==> src/hw/acs_defines.svh <==
// Register offsets, field positions, reset values and stage timing counts of the
// converter control block.
// Assumes inclusion by bare name from the package and the design module.
`ifndef ACS_DEFINES_SVH
`define ACS_DEFINES_SVH

`define ACS_OFF_CTRL2        32'h0000_0000
`define ACS_OFF_STAT         32'h0000_0004
`define ACS_OFF_CFG          32'h0000_0008
`define ACS_OFF_EVT          32'h0000_000C
`define ACS_OFF_CONV1        32'h0000_0010

`define ACS_CTRL2_RESET      8'h00
`define ACS_STAT_RESET       8'h00
`define ACS_CTRL2_EN_BIT     0
`define ACS_CTRL2_GO_BIT     1
`define ACS_CTRL2_CHS_LSB    2
`define ACS_CTRL2_CHS_MSB    7
`define ACS_CFG_DSEN_BIT     0
`define ACS_CFG_RCCLK_BIT    1
`define ACS_EVT_DONE_BIT     0

`define ACS_CHS_FIXREF       6'h3F
`define ACS_CHS_TEMP         6'h3D
`define ACS_CHS_POSITIVE_REFERENCE_INPUT        6'h3B

`define ACS_STG_IDLE         2'h0
`define ACS_STG_PRE          2'h1
`define ACS_STG_ACQ          2'h2
`define ACS_STG_CONV         2'h3

`define ACS_CLK_MHZ          25
`define ACS_PRE_NS           200
`define ACS_ACQ_NS           400
`define ACS_CONV_NS          480
`define ACS_INSTR_CYCLES     8'h04
`define ACS_PRE_CYC          ((`ACS_PRE_NS * `ACS_CLK_MHZ + 999) / 1000)
`define ACS_ACQ_CYC          ((`ACS_ACQ_NS * `ACS_CLK_MHZ + 999) / 1000)
`define ACS_CONV_CYC         ((`ACS_CONV_NS * `ACS_CLK_MHZ + 999) / 1000)

`endif

==> src/hw/acs_pkg.sv <==
// Types shared by the converter control block.
// Assumes the defines header is on the include path.
`include "acs_defines.svh"
package acs_pkg;
   typedef enum logic [4:0] {
      ACS_IDLE  = 5'b00001,
      ACS_DELAY = 5'b00010,
      ACS_PRE   = 5'b00100,
      ACS_ACQ   = 5'b01000,
      ACS_CONV  = 5'b10000
   } acs_state_t;

   // Analog multiplexer steering towards the converter core.
   typedef struct packed {
      logic       connect;
      logic [5:0] input_index;
      logic       fixed_reference_source;
      logic       temp_indicator;
      logic       positive_reference_input;
   } acs_mux_t;

   // Sampling commands towards the converter core.
   typedef struct packed {
      logic sample;
      logic convert;
      logic second_pair;
      logic abort;
      logic finish;
   } acs_core_t;
endpackage
==> src/hw/acs_ctrl.sv <==
// Converter-2 control and shared stage-status registers behind an AHB-Lite slave.
// Assumes one AHB-Lite master, whole-word single transfers, converter 1 status from
// logic on hclk, and a converter core that follows the stage commands.
//
// Overview of operation
// RL1: Channel codes 3F, 3D, 3B pick fixed reference, temperature, positive reference.
// RL2: Codes 0-2, 20-29, 40, 41-45 pick numbered inputs; others are reserved.
// RL3: With enable clear, every multiplexer input is disconnected regardless of selection.
// RL4: Writing start with enable set starts a conversion; start reads 1 meanwhile.
// RL5: With the RC conversion clock, the start waits one instruction cycle.
// RL6: Hardware clears the start bit when the conversion finishes.
// RL7: Software clearing start aborts, transfers partial result, sets no completion flag.
// RL8: Enable clear shuts the converter off, disconnects inputs, start reads 0.
// RL9: In double-sample mode start stays set until the second conversion completes.
// RL10: Status bit 6 shows the second result pair in progress, else 0.
// RL11: Status bits 5-4 show 11 convert, 10 acquire, 01 precharge, 00 idle.
// RL12: Converter 1 index at bit 2, stage at bits 1-0; bits 7, 3 zero.
// RL13: Normal completion of a conversion or pair sets the completion flag.
//
// Design decisions made here: register access over AHB-Lite and the register offsets.
`timescale 1ns/1ns
`include "acs_defines.svh"
module acs_ctrl (
   input  wire logic               hclk,
   input  wire logic               hresetn,
   input  wire logic               hsel,
   input  wire logic [31:0]        haddr,
   input  wire logic [1:0]         htrans,
   input  wire logic               hwrite,
   input  wire logic [2:0]         hsize,
   input  wire logic [31:0]        hwdata,
   input  wire logic               hready,
   output logic      [31:0]        hrdata,
   output logic                    hreadyout,
   output logic                    hresp,
   input  wire logic               conv1_sequence_index,
   input  wire logic [1:0]         conv1_stage_state,
   output acs_pkg::acs_mux_t       mux_out,
   output acs_pkg::acs_core_t      core_out,
   output logic                    conv2_complete_flag
);
   localparam logic [7:0] PRE_CYC  = 8'(`ACS_PRE_CYC);
   localparam logic [7:0] ACQ_CYC  = 8'(`ACS_ACQ_CYC);
   localparam logic [7:0] CONV_CYC = 8'(`ACS_CONV_CYC);

   acs_pkg::acs_state_t state;
   acs_pkg::acs_state_t next_state;
   logic [5:0]  chan_sel;
   logic        conv2_enable;
   logic        conv2_start_status;
   logic        conv2_double_sample_enable;
   logic        rc_clock_select;
   logic        conv2_sequence_index;
   logic [7:0]  stage_cnt;
   logic [7:0]  next_cnt;
   logic        next_index;
   logic        ph_write;
   logic [31:0] ph_addr;

   // Address phase capture; the slave never stalls so hreadyout stays high.
   wire addr_take = hsel & hready & htrans[1];
   always_ff @(posedge hclk or negedge hresetn) begin
      if (!hresetn) begin
         ph_write <= 1'b0;
         ph_addr  <= 32'h0000_0000;
      end else begin
         ph_write <= addr_take & hwrite;
         ph_addr  <= addr_take ? haddr : ph_addr;
      end
   end

   // Write decode of the data phase.
   wire wr_ctrl = ph_write & (ph_addr == `ACS_OFF_CTRL2);
   wire wr_cfg  = ph_write & (ph_addr == `ACS_OFF_CFG);
   wire wr_evt  = ph_write & (ph_addr == `ACS_OFF_EVT);
   wire wr_go   = hwdata[`ACS_CTRL2_GO_BIT];
   wire wr_en   = hwdata[`ACS_CTRL2_EN_BIT];
   wire busy    = (state != acs_pkg::ACS_IDLE);

   // Start, abort and shut-off events seen by the sequencer.
   wire start_req = wr_ctrl & wr_go & wr_en & ~conv2_start_status; // RL4
   wire abort_req = wr_ctrl & ~wr_go & conv2_start_status; // RL7
   wire shut_req  = wr_ctrl & ~wr_en; // RL8
   wire cnt_done  = (stage_cnt == 8'h01);
   wire last_conv = (state == acs_pkg::ACS_CONV) & cnt_done;
   // Only a pair ends the sequence when double sampling is on.
   wire seq_end   = last_conv & (~conv2_double_sample_enable | conv2_sequence_index); // RL9
   wire stop_now  = abort_req | shut_req;

   // Sequencer: delay with the RC clock, precharge, acquisition, conversion; the last three repeated for a pair.
   always_comb begin
      next_state = state;
      next_cnt   = stage_cnt - 8'h01;
      next_index = conv2_sequence_index;
      unique case (state)
         acs_pkg::ACS_IDLE: begin
            next_cnt = stage_cnt;
            if (start_req & rc_clock_select) begin
               next_state = acs_pkg::ACS_DELAY; // RL5
               next_cnt   = `ACS_INSTR_CYCLES;
            end else if (start_req) begin
               next_state = acs_pkg::ACS_PRE;
               next_cnt   = PRE_CYC;
            end
         end
         acs_pkg::ACS_DELAY: if (cnt_done) begin
            next_state = acs_pkg::ACS_PRE;
            next_cnt   = PRE_CYC;
         end
         acs_pkg::ACS_PRE: if (cnt_done) begin
            next_state = acs_pkg::ACS_ACQ;
            next_cnt   = ACQ_CYC;
         end
         acs_pkg::ACS_ACQ: if (cnt_done) begin
            next_state = acs_pkg::ACS_CONV;
            next_cnt   = CONV_CYC;
         end
         acs_pkg::ACS_CONV: if (cnt_done) begin
            if (seq_end) begin
               next_state = acs_pkg::ACS_IDLE; // RL6
               next_index = 1'b0;
            end else begin
               next_state = acs_pkg::ACS_PRE; // RL9
               next_cnt   = PRE_CYC;
               next_index = 1'b1;
            end
         end
      endcase
      if (stop_now) begin
         next_state = acs_pkg::ACS_IDLE;
         next_index = 1'b0;
      end
   end

   always_ff @(posedge hclk or negedge hresetn) begin
      if (!hresetn) begin
         state                <= acs_pkg::ACS_IDLE;
         stage_cnt            <= 8'h00;
         conv2_sequence_index <= 1'b0;
      end else begin
         state                <= next_state;
         stage_cnt            <= next_cnt;
         conv2_sequence_index <= next_index; // RL10
      end
   end

   // Control and configuration registers; start reads back busy through the flop.
   always_ff @(posedge hclk or negedge hresetn) begin
      if (!hresetn) begin
         chan_sel                   <= 6'h00;
         conv2_enable               <= 1'b0;
         conv2_start_status         <= 1'b0;
         conv2_double_sample_enable <= 1'b0;
         rc_clock_select            <= 1'b0;
      end else begin
         if (wr_ctrl) begin
            chan_sel     <= hwdata[`ACS_CTRL2_CHS_MSB:`ACS_CTRL2_CHS_LSB];
            conv2_enable <= wr_en;
         end
         if (wr_cfg) begin
            conv2_double_sample_enable <= hwdata[`ACS_CFG_DSEN_BIT];
            rc_clock_select            <= hwdata[`ACS_CFG_RCCLK_BIT];
         end
         if (stop_now | seq_end)
            conv2_start_status <= 1'b0; // RL6 RL7 RL8
         else if (start_req)
            conv2_start_status <= 1'b1; // RL4
      end
   end

   // Completion flag: set wins over a write-one clear in the same cycle.
   always_ff @(posedge hclk or negedge hresetn) begin
      if (!hresetn)
         conv2_complete_flag <= 1'b0;
      else if (seq_end & ~stop_now)
         conv2_complete_flag <= 1'b1; // RL13
      else if (wr_evt & hwdata[`ACS_EVT_DONE_BIT])
         conv2_complete_flag <= 1'b0;
   end

   // Channel decode of the multiplexer.
   wire ch_low   = (chan_sel <= 6'h02);
   wire ch_mid   = (chan_sel >= 6'h14) & (chan_sel <= 6'h1D);
   wire ch_high  = (chan_sel >= 6'h28) & (chan_sel <= 6'h2D);
   wire ch_fix   = (chan_sel == `ACS_CHS_FIXREF);
   wire ch_temp  = (chan_sel == `ACS_CHS_TEMP);
   wire ch_positive_reference_input = (chan_sel == `ACS_CHS_POSITIVE_REFERENCE_INPUT);
   wire [5:0] idx_mid  = 6'(chan_sel - 6'h14 + 6'd20);
   wire [5:0] idx_high = 6'(chan_sel - 6'h28 + 6'd40);
   wire [5:0] in_index = ch_low ? chan_sel : (ch_mid ? idx_mid : (ch_high ? idx_high : 6'h00)); // RL2
   wire       num_ok   = ch_low | ch_mid | ch_high;

   // Stage field of converter 2.
   wire [1:0] stg2 = (state == acs_pkg::ACS_CONV) ? `ACS_STG_CONV :
                     (state == acs_pkg::ACS_ACQ)  ? `ACS_STG_ACQ  :
                     (state == acs_pkg::ACS_PRE)  ? `ACS_STG_PRE  : `ACS_STG_IDLE; // RL11
   wire [7:0] stat_val = {1'b0, conv2_sequence_index, stg2, 1'b0,
                          conv1_sequence_index, conv1_stage_state}; // RL12
   wire [7:0] ctrl_val = {chan_sel, conv2_start_status, conv2_enable};

   // Read decode; unmapped offsets read zero with an OKAY response.
   wire [31:0] rd_mux = (haddr == `ACS_OFF_CTRL2) ? {24'h00_0000, ctrl_val} :
                        (haddr == `ACS_OFF_STAT)  ? {24'h00_0000, stat_val} :
                        (haddr == `ACS_OFF_CFG)   ? {30'h0000_0000, rc_clock_select,
                                                     conv2_double_sample_enable} :
                        (haddr == `ACS_OFF_EVT)   ? {31'h0000_0000, conv2_complete_flag} :
                        32'h0000_0000;

   // Registered outputs towards the bus and the analog side.
   always_ff @(posedge hclk or negedge hresetn) begin
      if (!hresetn) begin
         hrdata    <= 32'h0000_0000;
         hreadyout <= 1'b1;
         hresp     <= 1'b0;
         mux_out   <= '0;
         core_out  <= '0;
      end else begin
         hrdata    <= (addr_take & ~hwrite) ? rd_mux : hrdata;
         hreadyout <= 1'b1;
         hresp     <= 1'b0;
         mux_out.connect                  <= conv2_enable & (num_ok | ch_fix | ch_temp | ch_positive_reference_input); // RL3 RL8
         mux_out.input_index              <= in_index;
         mux_out.fixed_reference_source   <= conv2_enable & ch_fix; // RL1
         mux_out.temp_indicator           <= conv2_enable & ch_temp; // RL1
         mux_out.positive_reference_input <= conv2_enable & ch_positive_reference_input; // RL1
         core_out.sample      <= (next_state == acs_pkg::ACS_ACQ);
         core_out.convert     <= (next_state == acs_pkg::ACS_CONV);
         core_out.second_pair <= next_index;
         core_out.abort       <= abort_req & busy; // RL7
         core_out.finish      <= seq_end & ~stop_now;
      end
   end
endmodule

==> config.mk <==
export PLATFORM = sky130hd
export DESIGN_NAME = acs_ctrl
export DESIGN_NICKNAME = d
export VERILOG_FILES = /design/src/hw/acs_pkg.sv /design/src/hw/acs_ctrl.sv
export VERILOG_INCLUDE_DIRS = /design/src /design/src/hw
export SDC_FILE = /design/constraint.sdc
export NUM_CORES = 1
export LEC_CHECK = 0
export ABC_AREA = 0
export BUFFER_PORTS_ARGS = -buffer_cell sky130_fd_sc_hd__buf_2
export CORE_MARGIN = 4
export CORE_UTILIZATION = 25
export CTS_CLUSTER_DIAMETER = 30
export DETAILED_ROUTE_END_ITERATION = 12
export PLACE_DENSITY_LB_ADDON = 0.08
export SLEW_MARGIN = 40
export SYNTH_ARGS = -nofsm -noshare
export SYNTH_HDL_FRONTEND = slang
export SYNTH_SLANG_ARGS = --single-unit
==> constraint.sdc <==
create_clock -name hclk -period 2.7 [get_ports hclk]
set_input_delay 0.675 -clock hclk [delete_from_list [all_inputs] [get_ports hclk]]
set_output_delay 0.675 -clock hclk [all_outputs]
set_load 0.01 [all_outputs]
==> report_table.html, run 1 <==
<table>
<tr><th>Metric</th><th>Value</th></tr>
<tr><th colspan="2">Setup path</th></tr>
<tr><td>Largest driver fanout on the critical path</td><td>7</td></tr>
<tr><td>Largest stage delay on the critical path</td><td>0.43 ns</td></tr>
<tr><td>Critical path launch point type</td><td>flop</td></tr>
<tr><td>CP Capture Type</td><td>flop</td></tr>
<tr><td>Slowest cell on crit path</td><td>nor4_1</td></tr>
<tr><td>Critical path, cell by cell</td><td>nor4_1 -&gt; nand4_2 -&gt; nor3_4 -&gt; mux2i_2 -&gt; a21oi_2 -&gt; nor4bb_4</td></tr>
<tr><td>Data required time at the worst endpoint</td><td>2.95 ns</td></tr>
<tr><td>WP data arrival</td><td>2.60 ns</td></tr>
<tr><td>Register-to-register setup slack</td><td>0.35 ns</td></tr>
<tr><td>Path type of the worst setup path</td><td>reg2reg</td></tr>
<tr><th colspan="2">Worst hold path</th></tr>
<tr><td>Type of the worst min-delay path</td><td>in2async</td></tr>
<tr><th colspan="2">GRT</th></tr>
<tr><td>Total GRT Usage</td><td>0.119</td></tr>
<tr><td>Overflow left after global routing</td><td>0</td></tr>
<tr><td>Number of antenna violations at the first check in global routing</td><td>1</td></tr>
<tr><td>Wire length of the first global-routing pass</td><td>17.3 mm</td></tr>
<tr><td>Number of global-route vias before repair</td><td>3260</td></tr>
<tr><td>Maximum number of pins on one net before global-route repair</td><td>39</td></tr>
<tr><th colspan="2">Synth</th></tr>
<tr><td>Synthesis warning total</td><td>0</td></tr>
<tr><td>Mapped Area</td><td>4200 um2</td></tr>
<tr><td>Syn Inst Count</td><td>398</td></tr>
<tr><td>Syn avg cell area</td><td>10.6 um2</td></tr>
<tr><td>Number of unique standard cell types used by synthesis</td><td>69</td></tr>
<tr><td>Proportion of register bits with asynchronous set or reset after synthesis</td><td>1.00</td></tr>
<tr><td>Seq/Total Area, Yosys</td><td>0.476</td></tr>
<tr><td>EDFF count, synth</td><td>0</td></tr>
<tr><td>Number of flip-flops and latches in the synthesized netlist</td><td>80</td></tr>
<tr><td>Commonest register cell after synthesis</td><td>dfrtp_1</td></tr>
<tr><th colspan="2">Timing</th></tr>
<tr><td>Slew of the pin with the lowest slew margin</td><td>0.588 ns</td></tr>
<tr><td>Final number of hold-violating endpoints</td><td>0</td></tr>
<tr><td>Slew Limit Headroom</td><td>0.605</td></tr>
<tr><td>Final worst-path setup slack</td><td>0.353 ns</td></tr>
<tr><td>Setup violations, final</td><td>0</td></tr>
<tr><td>Period minus WS final</td><td>2.35 ns</td></tr>
<tr><td>RSZ-0062 raised after global routing</td><td>false</td></tr>
<tr><td>Total Negative Setup Slacks</td><td>0 ns</td></tr>
<tr><td>Clock skew</td><td>0.0153 ns</td></tr>
<tr><td>Period Utilization, post-route</td><td>0.869</td></tr>
<tr><td>Peak Freq</td><td>426 MHz</td></tr>
<tr><td>Number of max-slew violations in the final report</td><td>0</td></tr>
<tr><th colspan="2">Die</th></tr>
<tr><td>CORE AREA</td><td>16500 um2</td></tr>
<tr><td>Io pins</td><td>127</td></tr>
<tr><td>Die Height</td><td>138 um</td></tr>
<tr><td>Die footprint</td><td>19000 um2</td></tr>
<tr><td>Effective utilization at floorplan</td><td>0.254</td></tr>
<tr><td>Die Width</td><td>138 um</td></tr>
<tr><td>Number of rows in the core area</td><td>47</td></tr>
<tr><th colspan="2">Routing</th></tr>
<tr><td>Routed wire per std cell</td><td>15.2 um</td></tr>
<tr><td>Total length of routed wires</td><td>10.7 mm</td></tr>
<tr><td>Detailed router's first-iteration violation count</td><td>152</td></tr>
<tr><td>Pre-Repair DR Iteration Count</td><td>4</td></tr>
<tr><td>Via count of the routed design</td><td>3189</td></tr>
<tr><td>Via count normalized by instance count</td><td>4.55</td></tr>
<tr><td>Number of antenna-violating nets in the routed design</td><td>0</td></tr>
<tr><td>DRC violation count after routing</td><td>0</td></tr>
<tr><th colspan="2">Pwr</th></tr>
<tr><td>Ratio of total power to cell area</td><td>551 nW/um2</td></tr>
<tr><td>Worst supply voltage drop on vdd</td><td>0.293 mV</td></tr>
<tr><td>Total power consumption of the routed design</td><td>2.77 mW</td></tr>
<tr><td>Standby leakage power</td><td>2.34 nW</td></tr>
<tr><th colspan="2">Clocking</th></tr>
<tr><td>Skew-Pair Late Insertion Delay</td><td>0.35 ns</td></tr>
<tr><td>Maximum buffer depth of the clock tree</td><td>2</td></tr>
<tr><td>Number of gates resized after cts</td><td>0</td></tr>
<tr><td>Post-CTS clock slew at the launch and capture registers of the worst setup and hold paths</td><td>0.06 ns</td></tr>
<tr><td>CTS tree</td><td>built</td></tr>
<tr><td>Total clock sinks</td><td>80</td></tr>
<tr><td>Clock buffer count from CTS</td><td>9</td></tr>
<tr><td>Number of hold-repair buffers added at the cts stage</td><td>0</td></tr>
<tr><td>Buffer cell driving the clock tree root</td><td>clkbuf_16</td></tr>
<tr><td>Number of H-tree levels</td><td>3</td></tr>
<tr><td>Post-CTS Setup Repair Bufs</td><td>0</td></tr>
<tr><th colspan="2">Finish</th></tr>
<tr><td>Area grow syn2layout</td><td>19.5%</td></tr>
<tr><td>Layout cell share with drive strength beyond 1</td><td>0.333</td></tr>
<tr><td>Total number of nets in the final design</td><td>554</td></tr>
<tr><td>Finished Cell Area</td><td>5020 um2</td></tr>
<tr><th colspan="2">Placement</th></tr>
<tr><td>DPL Wire Length</td><td>8.12 mm</td></tr>
<tr><td>RD Place Congestion</td><td>0.760</td></tr>
<tr><td>Placed standard-cell area</td><td>4740 um2</td></tr>
<tr><td>Pre-CTS worst setup slack</td><td>0.171 ns</td></tr>
<tr><td>Input/output buffers</td><td>72</td></tr>
<tr><th colspan="2">Outcome</th></tr>
<tr><td>Status</td><td>finished, final reports clean</td></tr>
<tr><th colspan="2">Run</th></tr>
<tr><td>Number of max-capacitance violations reported</td><td>0</td></tr>
</table>
-- layer usage --
metal | vias to the layer above | global-route usage | part of all wire | routed length [um]
met5 | - | 0 | 0.0012 | 13
met4 | 2 | 0.0499 | 0.017 | 187
met3 | 15 | 0.0354 | 0.070 | 751
met2 | 91 | 0.178 | 0.44 | 4660
met1 | 1530 | 0.161 | 0.48 | 5080
li1 | 1551 | - | - | -
-- final cells by class --
cell class	instances	area [um2]
diodes	1	2.50
clock buffers	11	243
clock inverters	5	37.5
fillers	1752	11500
inverters	15	56.3
multi-input cells	284	1950
flip-flops and latches	80	2000
well taps	220	275
repair buffers	85	460
-- where the power goes --
group / switching (mW) / internal (mW)
clock: 0.517 / 0.653
sequential: 0.0623 / 1.30
combinational: 0.120 / 0.121
-- registers in the layout, summed over array words and instances (netlist names) --
name                        cells
hrdata                          8
core_out                        5
ph_write                        1
conv2_enable                    1
ph_addr                        32
stage_cnt                       8
conv2_start_status              1
conv2_double_sample_enable      1
chan_sel                        6
mux_out                        10
conv2_complete_flag             1
rc_clock_select                 1
state                           5
-- logic make-up after synthesis --
| kind of cell | share of synthesized area |
|---|---|
| XOR/XNOR | 0.0167 |
| multiplexers | 0.105 |
| other | 0.00179 |
| flip-flops | 0.476 |
| AND/OR/NAND/NOR | 0.187 |
| adder cells (fa/ha/maj) | 0.00595 |
| AO/OA/AOI/OAI | 0.125 |
| buffers and inverters | 0.0821 |
-- critical path, delay by kind of cell (launching register included) --
family	cells	cell delay, ns
AND/OR/NAND/NOR	4	1.48
AO/OA/AOI/OAI	1	0.25
flip-flops	1	0.38
multiplexers	1	0.15
-- Yosys cell counts (all sizes together), types with 2 or more instances --
master / number / share of area
a21o: 2 / 0.0036
a21oi: 15 / 0.019
a22oi: 4 / 0.0071
a31oi: 5 / 0.0074
a32oi: 3 / 0.0063
and3: 2 / 0.0030
and4b: 2 / 0.0048
buf: 34 / 0.061
clkbuf: 9 / 0.0080
conb: 2 / 0.0018
dfrtp: 79 / 0.47
ha: 2 / 0.0060
inv: 14 / 0.012
mux2: 37 / 0.099
mux2i: 2 / 0.0057
nand2: 29 / 0.028
nand2b: 2 / 0.0030
nand3: 8 / 0.0095
nand4: 3 / 0.0074
nor2: 32 / 0.029
nor2b: 2 / 0.0030
nor3: 9 / 0.019
nor3b: 2 / 0.0036
nor4: 21 / 0.039
o211ai: 2 / 0.0048
o21a: 3 / 0.0054
o21ai: 31 / 0.037
o22ai: 2 / 0.0030
o41ai: 2 / 0.0042
or2: 2 / 0.0036
or3: 3 / 0.0045
or4: 2 / 0.0036
or4b: 2 / 0.0057
xnor2: 5 / 0.010
xor2: 3 / 0.0063
-- through the flow --
step                std cells  utilization  hold slack [ns]
floorplan                 422            -            0.379
finish                    701        0.304            0.310
CTS                       700        0.304            0.322
detailed placement        684        0.287            0.470
global route              700        0.304            0.343
global placement          684        0.287            0.461
-- cells in the final DEF, fill, tap and decap left out, types with 3 or more instances in the layout --
cell type,synthesis,final
a21oi_1,14,14
a22oi_1,4,4
a31oi_1,5,5
a32oi_1,3,3
buf_2,3,71
buf_4,29,14
clkbuf_16,0,9
conb_1,2,26
dfrtp_1,79,79
inv_1,14,14
mux2_2,37,37
nand2_1,28,28
nand3_1,8,8
nor2_1,31,31
nor3_1,6,6
nor3_4,3,3
nor4_1,17,17
nor4_2,3,3
o21a_1,3,3
o21ai_0,31,31
or3_1,3,3
xnor2_1,5,5
xor2_1,3,3
-- final timing paths --
kind	endpoint	startpoint	cells after the start
max	core_out[3]	ph_addr[11]	6
min	conv2_start_status	hresetn	1
max reg2reg	core_out[3]	ph_addr[11]	6
min reg2reg	hrdata[2]	hrdata[2]	2
max in group asynchronous	mux_out[2]	hresetn	2
min in group hclk	hrdata[2]	hrdata[2]	2
Note: power is estimated with default switching activity, not from simulation.
==> inputs of run 2 (changes only) <==
--- a/config.mk
+++ b/config.mk
@@ -12,6 +12,7 @@
 export CORE_UTILIZATION = 25
 export CTS_CLUSTER_DIAMETER = 30
 export DETAILED_ROUTE_END_ITERATION = 12
+export MAX_ROUTING_LAYER = met4
 export PLACE_DENSITY_LB_ADDON = 0.08
 export SLEW_MARGIN = 40
 export SYNTH_ARGS = -nofsm -noshare
==> run 2 against run 1 <==
Against the previous run: sequential share of layout area about the same; design area about the same; worst hold slack got worse by 0.0035 ns; via count increased by 0.34%.
==> report_table.html, run 2 (same netlist as run 1, synthesis figures left out) <==
<table>
<tr><th>Metric</th><th>Value</th></tr>
<tr><th colspan="2">Pwr</th></tr>
<tr><td>Standby leakage power</td><td>2.34 nW (about the same)</td></tr>
<tr><td>Ratio of total power to cell area</td><td>551 nW/um2 (about the same)</td></tr>
<tr><td>Worst supply voltage drop on vdd</td><td>0.297 mV (+1.3%)</td></tr>
<tr><td>Total power consumption of the routed design</td><td>2.77 mW (about the same)</td></tr>
<tr><th colspan="2">Clocking</th></tr>
<tr><td>Number of H-tree levels</td><td>3 (unchanged)</td></tr>
<tr><td>Post-CTS Setup Repair Bufs</td><td>0 (unchanged)</td></tr>
<tr><td>CTS tree</td><td>built</td></tr>
<tr><td>Total clock sinks</td><td>80 (unchanged)</td></tr>
<tr><td>Post-CTS clock slew at the launch and capture registers of the worst setup and hold paths</td><td>0.06 ns (about the same)</td></tr>
<tr><td>Clock buffer count from CTS</td><td>9 (unchanged)</td></tr>
<tr><td>Skew-Pair Late Insertion Delay</td><td>0.35 ns (about the same)</td></tr>
<tr><td>Buffer cell driving the clock tree root</td><td>clkbuf_16</td></tr>
<tr><td>Maximum buffer depth of the clock tree</td><td>2 (unchanged)</td></tr>
<tr><td>Number of hold-repair buffers added at the cts stage</td><td>0 (unchanged)</td></tr>
<tr><td>Number of gates resized after cts</td><td>0 (unchanged)</td></tr>
<tr><th colspan="2">Setup path</th></tr>
<tr><td>CP Capture Type</td><td>flop</td></tr>
<tr><td>Largest driver fanout on the critical path</td><td>7 (unchanged)</td></tr>
<tr><td>Reg-to-Reg Start</td><td>ph_addr[24]</td></tr>
<tr><td>Critical path launch point type</td><td>flop</td></tr>
<tr><td>Data required time at the worst endpoint</td><td>2.96 ns (about the same)</td></tr>
<tr><td>Path type of the worst setup path</td><td>reg2reg</td></tr>
<tr><td>Register-to-register setup slack</td><td>0.35 ns (about the same)</td></tr>
<tr><td>Endpoint of the worst register-to-register path</td><td>core_out[3]</td></tr>
<tr><td>Depth of the worst register-to-register path</td><td>6 (unchanged)</td></tr>
<tr><td>WP data arrival</td><td>2.61 ns (about the same)</td></tr>
<tr><th colspan="2">Finish</th></tr>
<tr><td>Area used by sequential logic in the layout</td><td>2000 um2 (unchanged)</td></tr>
<tr><td>Total number of nets in the final design</td><td>554 (unchanged)</td></tr>
<tr><td>Largest registers</td><td>ph_addr x32, mux_out x10</td></tr>
<tr><td>Area grow syn2layout</td><td>19.6% (about the same)</td></tr>
<tr><td>Register with the most flip-flops</td><td>ph_addr</td></tr>
<tr><td>Highest-count cells in the layout ignoring fill and taps</td><td>79 x dfrtp_1, 71 x buf_2, 37 x mux2_2, 31 x nor2_1, 31 x o21ai_0</td></tr>
<tr><td>Utilization of the core after routing</td><td>0.304 (about the same)</td></tr>
<tr><td>Area of combinational cells with multiple inputs</td><td>1950 um2 (unchanged)</td></tr>
<tr><td>Commonest non-fill, non-tap cell in the layout</td><td>dfrtp_1</td></tr>
<tr><td>Count of filler cells inserted in the layout</td><td>1751 (-0.057%)</td></tr>
<tr><td>Layout cell share with drive strength beyond 1</td><td>0.333 (unchanged)</td></tr>
<tr><td>Number of flip-flops in the largest register</td><td>32 (unchanged)</td></tr>
<tr><td>Finished Cell Area</td><td>5030 um2 (about the same)</td></tr>
<tr><th colspan="2">Die</th></tr>
<tr><td>Die Height</td><td>138 um (unchanged)</td></tr>
<tr><td>Io pins</td><td>127 (unchanged)</td></tr>
<tr><td>Effective utilization at floorplan</td><td>0.254 (unchanged)</td></tr>
<tr><td>CORE AREA</td><td>16500 um2 (unchanged)</td></tr>
<tr><td>Die footprint</td><td>19000 um2 (unchanged)</td></tr>
<tr><td>Number of rows in the core area</td><td>47 (unchanged)</td></tr>
<tr><td>Die Width</td><td>138 um (unchanged)</td></tr>
<tr><th colspan="2">Placement</th></tr>
<tr><td>Placed standard-cell area</td><td>4740 um2 (unchanged)</td></tr>
<tr><td>Input/output buffers</td><td>72 (unchanged)</td></tr>
<tr><td>RD Place Congestion</td><td>0.770 (+1.3%)</td></tr>
<tr><td>DPL Wire Length</td><td>8.12 mm (unchanged)</td></tr>
<tr><th colspan="2">Timing</th></tr>
<tr><td>Slew Limit Headroom</td><td>0.606 (+0.000924)</td></tr>
<tr><td>Peak Freq</td><td>425 MHz (-0.24%)</td></tr>
<tr><td>Period Utilization, post-route</td><td>0.871 (+0.00211)</td></tr>
<tr><td>Number of max-slew violations in the final report</td><td>0 (unchanged)</td></tr>
<tr><td>Period minus WS final</td><td>2.35 ns (+0.00570 ns)</td></tr>
<tr><td>Worst hold slack across all endpoints</td><td>0.306 ns (-0.00346 ns)</td></tr>
<tr><td>Final number of hold-violating endpoints</td><td>0 (unchanged)</td></tr>
<tr><td>RSZ-0062 raised after global routing</td><td>false</td></tr>
<tr><td>Slew of the pin with the lowest slew margin</td><td>0.586 ns (-0.00137 ns)</td></tr>
<tr><td>Total Negative Setup Slacks</td><td>0 ns (unchanged)</td></tr>
<tr><td>Clock skew</td><td>0.0159 ns (+0.000621 ns)</td></tr>
<tr><td>Setup violations, final</td><td>0 (unchanged)</td></tr>
<tr><th colspan="2">GRT</th></tr>
<tr><td>Maximum number of pins on one net before global-route repair</td><td>39 (unchanged)</td></tr>
<tr><td>Number of antenna violations at the first check in global routing</td><td>1 (unchanged)</td></tr>
<tr><td>Overflow left after global routing</td><td>0 (unchanged)</td></tr>
<tr><td>Wire length of the first global-routing pass</td><td>17.3 mm (unchanged)</td></tr>
<tr><td>Number of global-route vias before repair</td><td>3256 (-0.12%)</td></tr>
<tr><td>Total GRT Usage</td><td>0.123 (+0.00356)</td></tr>
<tr><th colspan="2">Run</th></tr>
<tr><td>Number of max-capacitance violations reported</td><td>0 (unchanged)</td></tr>
<tr><th colspan="2">Routing</th></tr>
<tr><td>Total length of routed wires</td><td>10.7 mm (+0.41%)</td></tr>
<tr><td>Via count normalized by instance count</td><td>4.56 (+0.20%)</td></tr>
<tr><td>Detailed router's first-iteration violation count</td><td>180 (+18%)</td></tr>
<tr><td>Number of antenna-violating nets in the routed design</td><td>0 (unchanged)</td></tr>
<tr><td>Pre-Repair DR Iteration Count</td><td>4 (unchanged)</td></tr>
<tr><td>DRC violation count after routing</td><td>0 (unchanged)</td></tr>
<tr><td>Via count of the routed design</td><td>3200 (+0.34%)</td></tr>
<tr><td>Routed wire per std cell</td><td>15.3 um (+0.27%)</td></tr>
<tr><th colspan="2">Worst hold path</th></tr>
<tr><td>Type of the worst min-delay path</td><td>in2async</td></tr>
<tr><th colspan="2">Outcome</th></tr>
<tr><td>Status</td><td>finished, final reports clean</td></tr>
</table>
run 2: cell types whose count changed in the layout (fill, tap and decap cells not counted):
cell and change:
diode_2 +1
run 2: report_power, final:
part	total (mW)	internal [mW]	switching [mW]
clock network	1.17	0.653	0.518
registers	1.36	1.30	0.0622
logic	0.241	0.121	0.120
total	2.77	2.07	0.700
run 2: layout make-up:
class,count,share of cell area
timing repair buffer,85,0.0916
inverter,15,0.0112
clock inverter,5,0.00747
sequential,80,0.399
tap,220,0.0548
multi-input combinational,284,0.387
antenna,2,0.000996
clock buffer,11,0.0483
run 2: critical path, cell delays in order, from the launching register on:
cell and delay (ns):
dfrtp_1 0.38, nor4_1 0.45, nand4_2 0.31, nor3_4 0.42
mux2i_2 0.15, a21oi_2 0.25, nor4bb_4 0.30
run 2: worst max-delay path by stage:
stage,start,endpoint,cells past startpoint
after CTS,ph_addr[24],core_out[3],6
after detailed placement,hwdata[0],core_out[3],7
after global placement,hwdata[0],core_out[3],7
final,ph_addr[24],core_out[3],6
after global routing,ph_addr[29],core_out[3],6
after floorplan,hwdata[0],core_out[3],6
run 2: per-layer routing:
layer / global-route usage / part of all wire
met1: 0.162 / 0.48
met2: 0.178 / 0.44
met3: 0.0347 / 0.068
met4: 0.0499 / 0.019
met5: - / 0
run 2: through the flow:
step,setup WS [ns],std cells
after floorplan,0.634,422
after global placement,0.231,684
after detailed placement,0.171,684
after CTS,0.298,700
after global routing,0.113,701
final,0.347,702
==> inputs of run 3 (changes only) <==
--- a/config.mk
+++ b/config.mk
@@ -14,7 +14,7 @@
 export DETAILED_ROUTE_END_ITERATION = 12
 export MAX_ROUTING_LAYER = met4
 export PLACE_DENSITY_LB_ADDON = 0.08
-export SLEW_MARGIN = 40
+export SLEW_MARGIN = 0
 export SYNTH_ARGS = -nofsm -noshare
 export SYNTH_HDL_FRONTEND = slang
 export SYNTH_SLANG_ARGS = --single-unit
==> constraint.sdc (replaced) <==
create_clock -name hclk -period 2.2 [get_ports hclk]
set_input_delay 0.55 -clock hclk [delete_from_list [all_inputs] [get_ports hclk]]
set_output_delay 0.55 -clock hclk [all_outputs]
set_load 0.01 [all_outputs]
==> run 3 against run 2 <==
Against the previous run: worst hold slack got worse by 0.14 ns; combinational power increased by 44%; clock skew decreased by 0.0048 ns; non-clock buffer count increased by 31; sequential cell count unchanged; first-iteration DRC count increased by 24%; sequential share of layout area decreased by 2.8 points; via count increased by 3.3%; power increased by 33%; worst setup slack got worse by 0.23 ns; count of clock-buffer cells in the layout unchanged; critical endpoint is now core_out[4]; highest routed layer unchanged.
==> report_table.html, run 3 (same netlist as run 1, synthesis figures left out) <==
<table>
<tr><th>Metric</th><th>Value</th></tr>
<tr><th colspan="2">Outcome</th></tr>
<tr><td>Status</td><td>finished, final reports clean</td></tr>
<tr><th colspan="2">Setup path</th></tr>
<tr><td>CP Capture Type</td><td>flop</td></tr>
<tr><td>Critical path launch point type</td><td>flop</td></tr>
<tr><td>WP data arrival</td><td>2.32 ns (-0.29 ns)</td></tr>
<tr><td>Path type of the worst setup path</td><td>reg2reg</td></tr>
<tr><td>Largest driver fanout on the critical path</td><td>6 (-1)</td></tr>
<tr><td>Data required time at the worst endpoint</td><td>2.44 ns (-0.52 ns)</td></tr>
<tr><th colspan="2">Pwr</th></tr>
<tr><td>Ratio of total power to cell area</td><td>683 nW/um2 (+24%)</td></tr>
<tr><td>Worst supply voltage drop on vdd</td><td>0.355 mV (+20%)</td></tr>
<tr><td>Standby leakage power</td><td>2.55 nW (+9.1%)</td></tr>
<tr><th colspan="2">Routing</th></tr>
<tr><td>Routed wire per std cell</td><td>15.1 um (-1.2%)</td></tr>
<tr><td>Number of antenna-violating nets in the routed design</td><td>0 (unchanged)</td></tr>
<tr><td>Pre-Repair DR Iteration Count</td><td>4 (unchanged)</td></tr>
<tr><td>Total length of routed wires</td><td>11.1 mm (+3.2%)</td></tr>
<tr><td>Via count normalized by instance count</td><td>4.51 (-1.1%)</td></tr>
<tr><td>Via count of the routed design</td><td>3305 (+3.3%)</td></tr>
<tr><td>DRC violation count after routing</td><td>0 (unchanged)</td></tr>
<tr><td>Detailed router's first-iteration violation count</td><td>224 (+24%)</td></tr>
<tr><th colspan="2">Clocking</th></tr>
<tr><td>CTS tree</td><td>built</td></tr>
<tr><td>Clock buffer count from CTS</td><td>9 (unchanged)</td></tr>
<tr><td>Number of H-tree levels</td><td>3 (unchanged)</td></tr>
<tr><td>Total clock sinks</td><td>80 (unchanged)</td></tr>
<tr><td>Number of hold-repair buffers added at the cts stage</td><td>0 (unchanged)</td></tr>
<tr><td>Buffer cell driving the clock tree root</td><td>clkbuf_16</td></tr>
<tr><td>Skew-Pair Late Insertion Delay</td><td>0.34 ns (about the same)</td></tr>
<tr><td>Maximum buffer depth of the clock tree</td><td>2 (unchanged)</td></tr>
<tr><td>Post-CTS clock slew at the launch and capture registers of the worst setup and hold paths</td><td>0.06 ns (about the same)</td></tr>
<tr><th colspan="2">Finish</th></tr>
<tr><td>Finished Cell Area</td><td>5410 um2 (+7.5%)</td></tr>
<tr><td>Total number of nets in the final design</td><td>585 (+5.6%)</td></tr>
<tr><td>Count of filler cells inserted in the layout</td><td>1741 (-0.57%)</td></tr>
<tr><td>Register with the most flip-flops</td><td>ph_addr</td></tr>
<tr><td>Largest registers</td><td>ph_addr x32, mux_out x10</td></tr>
<tr><td>Area grow syn2layout</td><td>28.6%</td></tr>
<tr><td>Number of flip-flops in the largest register</td><td>32 (unchanged)</td></tr>
<tr><td>Highest-count cells in the layout ignoring fill and taps</td><td>79 x dfrtp_1, 71 x buf_2, 42 x buf_4, 37 x mux2_2, 31 x nor2_1</td></tr>
<tr><td>Commonest non-fill, non-tap cell in the layout</td><td>dfrtp_1</td></tr>
<tr><td>Layout cell share with drive strength beyond 1</td><td>0.392 (+0.0588)</td></tr>
<tr><th colspan="2">Timing</th></tr>
<tr><td>Peak Freq</td><td>481 MHz (+13%)</td></tr>
<tr><td>Final number of hold-violating endpoints</td><td>0 (unchanged)</td></tr>
<tr><td>Final worst-path setup slack</td><td>0.119 ns (-0.228 ns)</td></tr>
<tr><td>Period minus WS final</td><td>2.08 ns (-0.272 ns)</td></tr>
<tr><td>RSZ-0062 raised after global routing</td><td>true</td></tr>
<tr><td>Clock skew</td><td>0.0111 ns (-0.00483 ns)</td></tr>
<tr><td>Setup violations, final</td><td>0 (unchanged)</td></tr>
<tr><td>Number of max-slew violations in the final report</td><td>0 (unchanged)</td></tr>
<tr><td>Slew Limit Headroom</td><td>0.654 (+0.0481)</td></tr>
<tr><td>Slew of the pin with the lowest slew margin</td><td>0.518 ns (-0.0686 ns)</td></tr>
<tr><td>Period Utilization, post-route</td><td>0.946 (+0.0744)</td></tr>
<tr><th colspan="2">GRT</th></tr>
<tr><td>Overflow left after global routing</td><td>0 (unchanged)</td></tr>
<tr><td>Wire length of the first global-routing pass</td><td>17.6 mm (+1.7%)</td></tr>
<tr><td>Total GRT Usage</td><td>0.125 (+0.00218)</td></tr>
<tr><td>Maximum number of pins on one net before global-route repair</td><td>35 (-10%)</td></tr>
<tr><td>Number of global-route vias before repair</td><td>3164 (-2.8%)</td></tr>
<tr><td>Number of antenna violations at the first check in global routing</td><td>3 (+2)</td></tr>
<tr><th colspan="2">Die</th></tr>
<tr><td>Number of rows in the core area</td><td>47 (unchanged)</td></tr>
<tr><td>Die footprint</td><td>19000 um2 (unchanged)</td></tr>
<tr><td>CORE AREA</td><td>16500 um2 (unchanged)</td></tr>
<tr><td>Io pins</td><td>127 (unchanged)</td></tr>
<tr><td>Effective utilization at floorplan</td><td>0.254 (unchanged)</td></tr>
<tr><td>Die Height</td><td>138 um (unchanged)</td></tr>
<tr><td>Die Width</td><td>138 um (unchanged)</td></tr>
<tr><th colspan="2">Placement</th></tr>
<tr><td>DPL Wire Length</td><td>8.50 mm (+4.7%)</td></tr>
<tr><td>Pre-CTS worst setup slack</td><td>-0.0420 ns (-0.213 ns)</td></tr>
<tr><td>RD Place Congestion</td><td>0.765 (-0.64%)</td></tr>
<tr><td>Placed standard-cell area</td><td>4960 um2 (+4.5%)</td></tr>
<tr><td>Input/output buffers</td><td>72 (unchanged)</td></tr>
<tr><th colspan="2">Run</th></tr>
<tr><td>Number of max-capacitance violations reported</td><td>0 (unchanged)</td></tr>
<tr><th colspan="2">Worst hold path</th></tr>
<tr><td>Type of the worst min-delay path</td><td>in2async</td></tr>
</table>
-- run 3: repair_timing --
action	in CTS	in global routing
setup buffers	0	4
pin swaps	1	5
cloned	0	0
endpoints found under the setup margin	12	22
endpoints found under the hold margin	0	0
resized for setup	2	14
-- run 3: power by group --
part	switching (mW)	leakage, nW	internal, mW
logic	0.167	1.40	0.181
registers	0.0851	0.987	1.59
clock network	0.613	0.162	1.05
-- run 3: path summary, 6_finish.rpt --
kind / slack [ns] / depth (start not counted) / endpoint / startpoint
hold / removal: 0.17 / 1 / state[4] / hresetn
max in group asynchronous: 1.43 / 2 / core_out[1] / hresetn
setup / recovery: 0.12 / 7 / core_out[4] / state[1]
hold reg to reg: 0.48 / 2 / hrdata[7] / hrdata[7]
min in group hclk: 0.42 / 3 / chan_sel[4] / hwdata[6]
setup reg to reg: 0.12 / 7 / core_out[4] / state[1]
-- run 3: per-layer routing --
metal | track usage | vias to the layer above | routed length (um)
met5 | - | - | 0
met2 | 0.181 | 86 | 4990
li1 | - | 1616 | -
met1 | 0.170 | 1595 | 5270
met3 | 0.0296 | 8 | 675
met4 | 0.0460 | 0 | 130
-- run 3: through the flow --
step           power, mW  cells  hold slack [ns]  setup TNS (ns)   util
6_report            3.69    733            0.171               0  0.327
5_1_grt             3.87    733            0.204         -0.0845  0.327
2_1_floorplan       1.88    422            0.254               0      -
3_3_place_gp        2.01    711            0.463         -0.0644  0.300
3_5_place_dp        2.02    711            0.471          -0.186  0.300
4_1_cts             3.74    726            0.186               0  0.321
-- run 3: final cells by class --
type / count / area, um2 / share of cell area
multi-input cells: 284 / 2020 / 0.374
clock inverters: 4 / 77.6 / 0.0144
clock buffers: 11 / 253 / 0.0468
repair buffers: 116 / 713 / 0.132
diodes: 3 / 7.51 / 0.00139
inverters: 15 / 56.3 / 0.0104
well taps: 220 / 275 / 0.0509
flip-flops and latches: 80 / 2000 / 0.371
-- run 3: worst max-delay path: stages, from the launching register on --
cell      delay [ns]
dfrtp_1         0.45
or4b_4          0.62
o211ai_2        0.14
nand2_4         0.08
mux2i_2         0.22
a21oi_2         0.10
buf_4           0.14
nor4_2          0.23
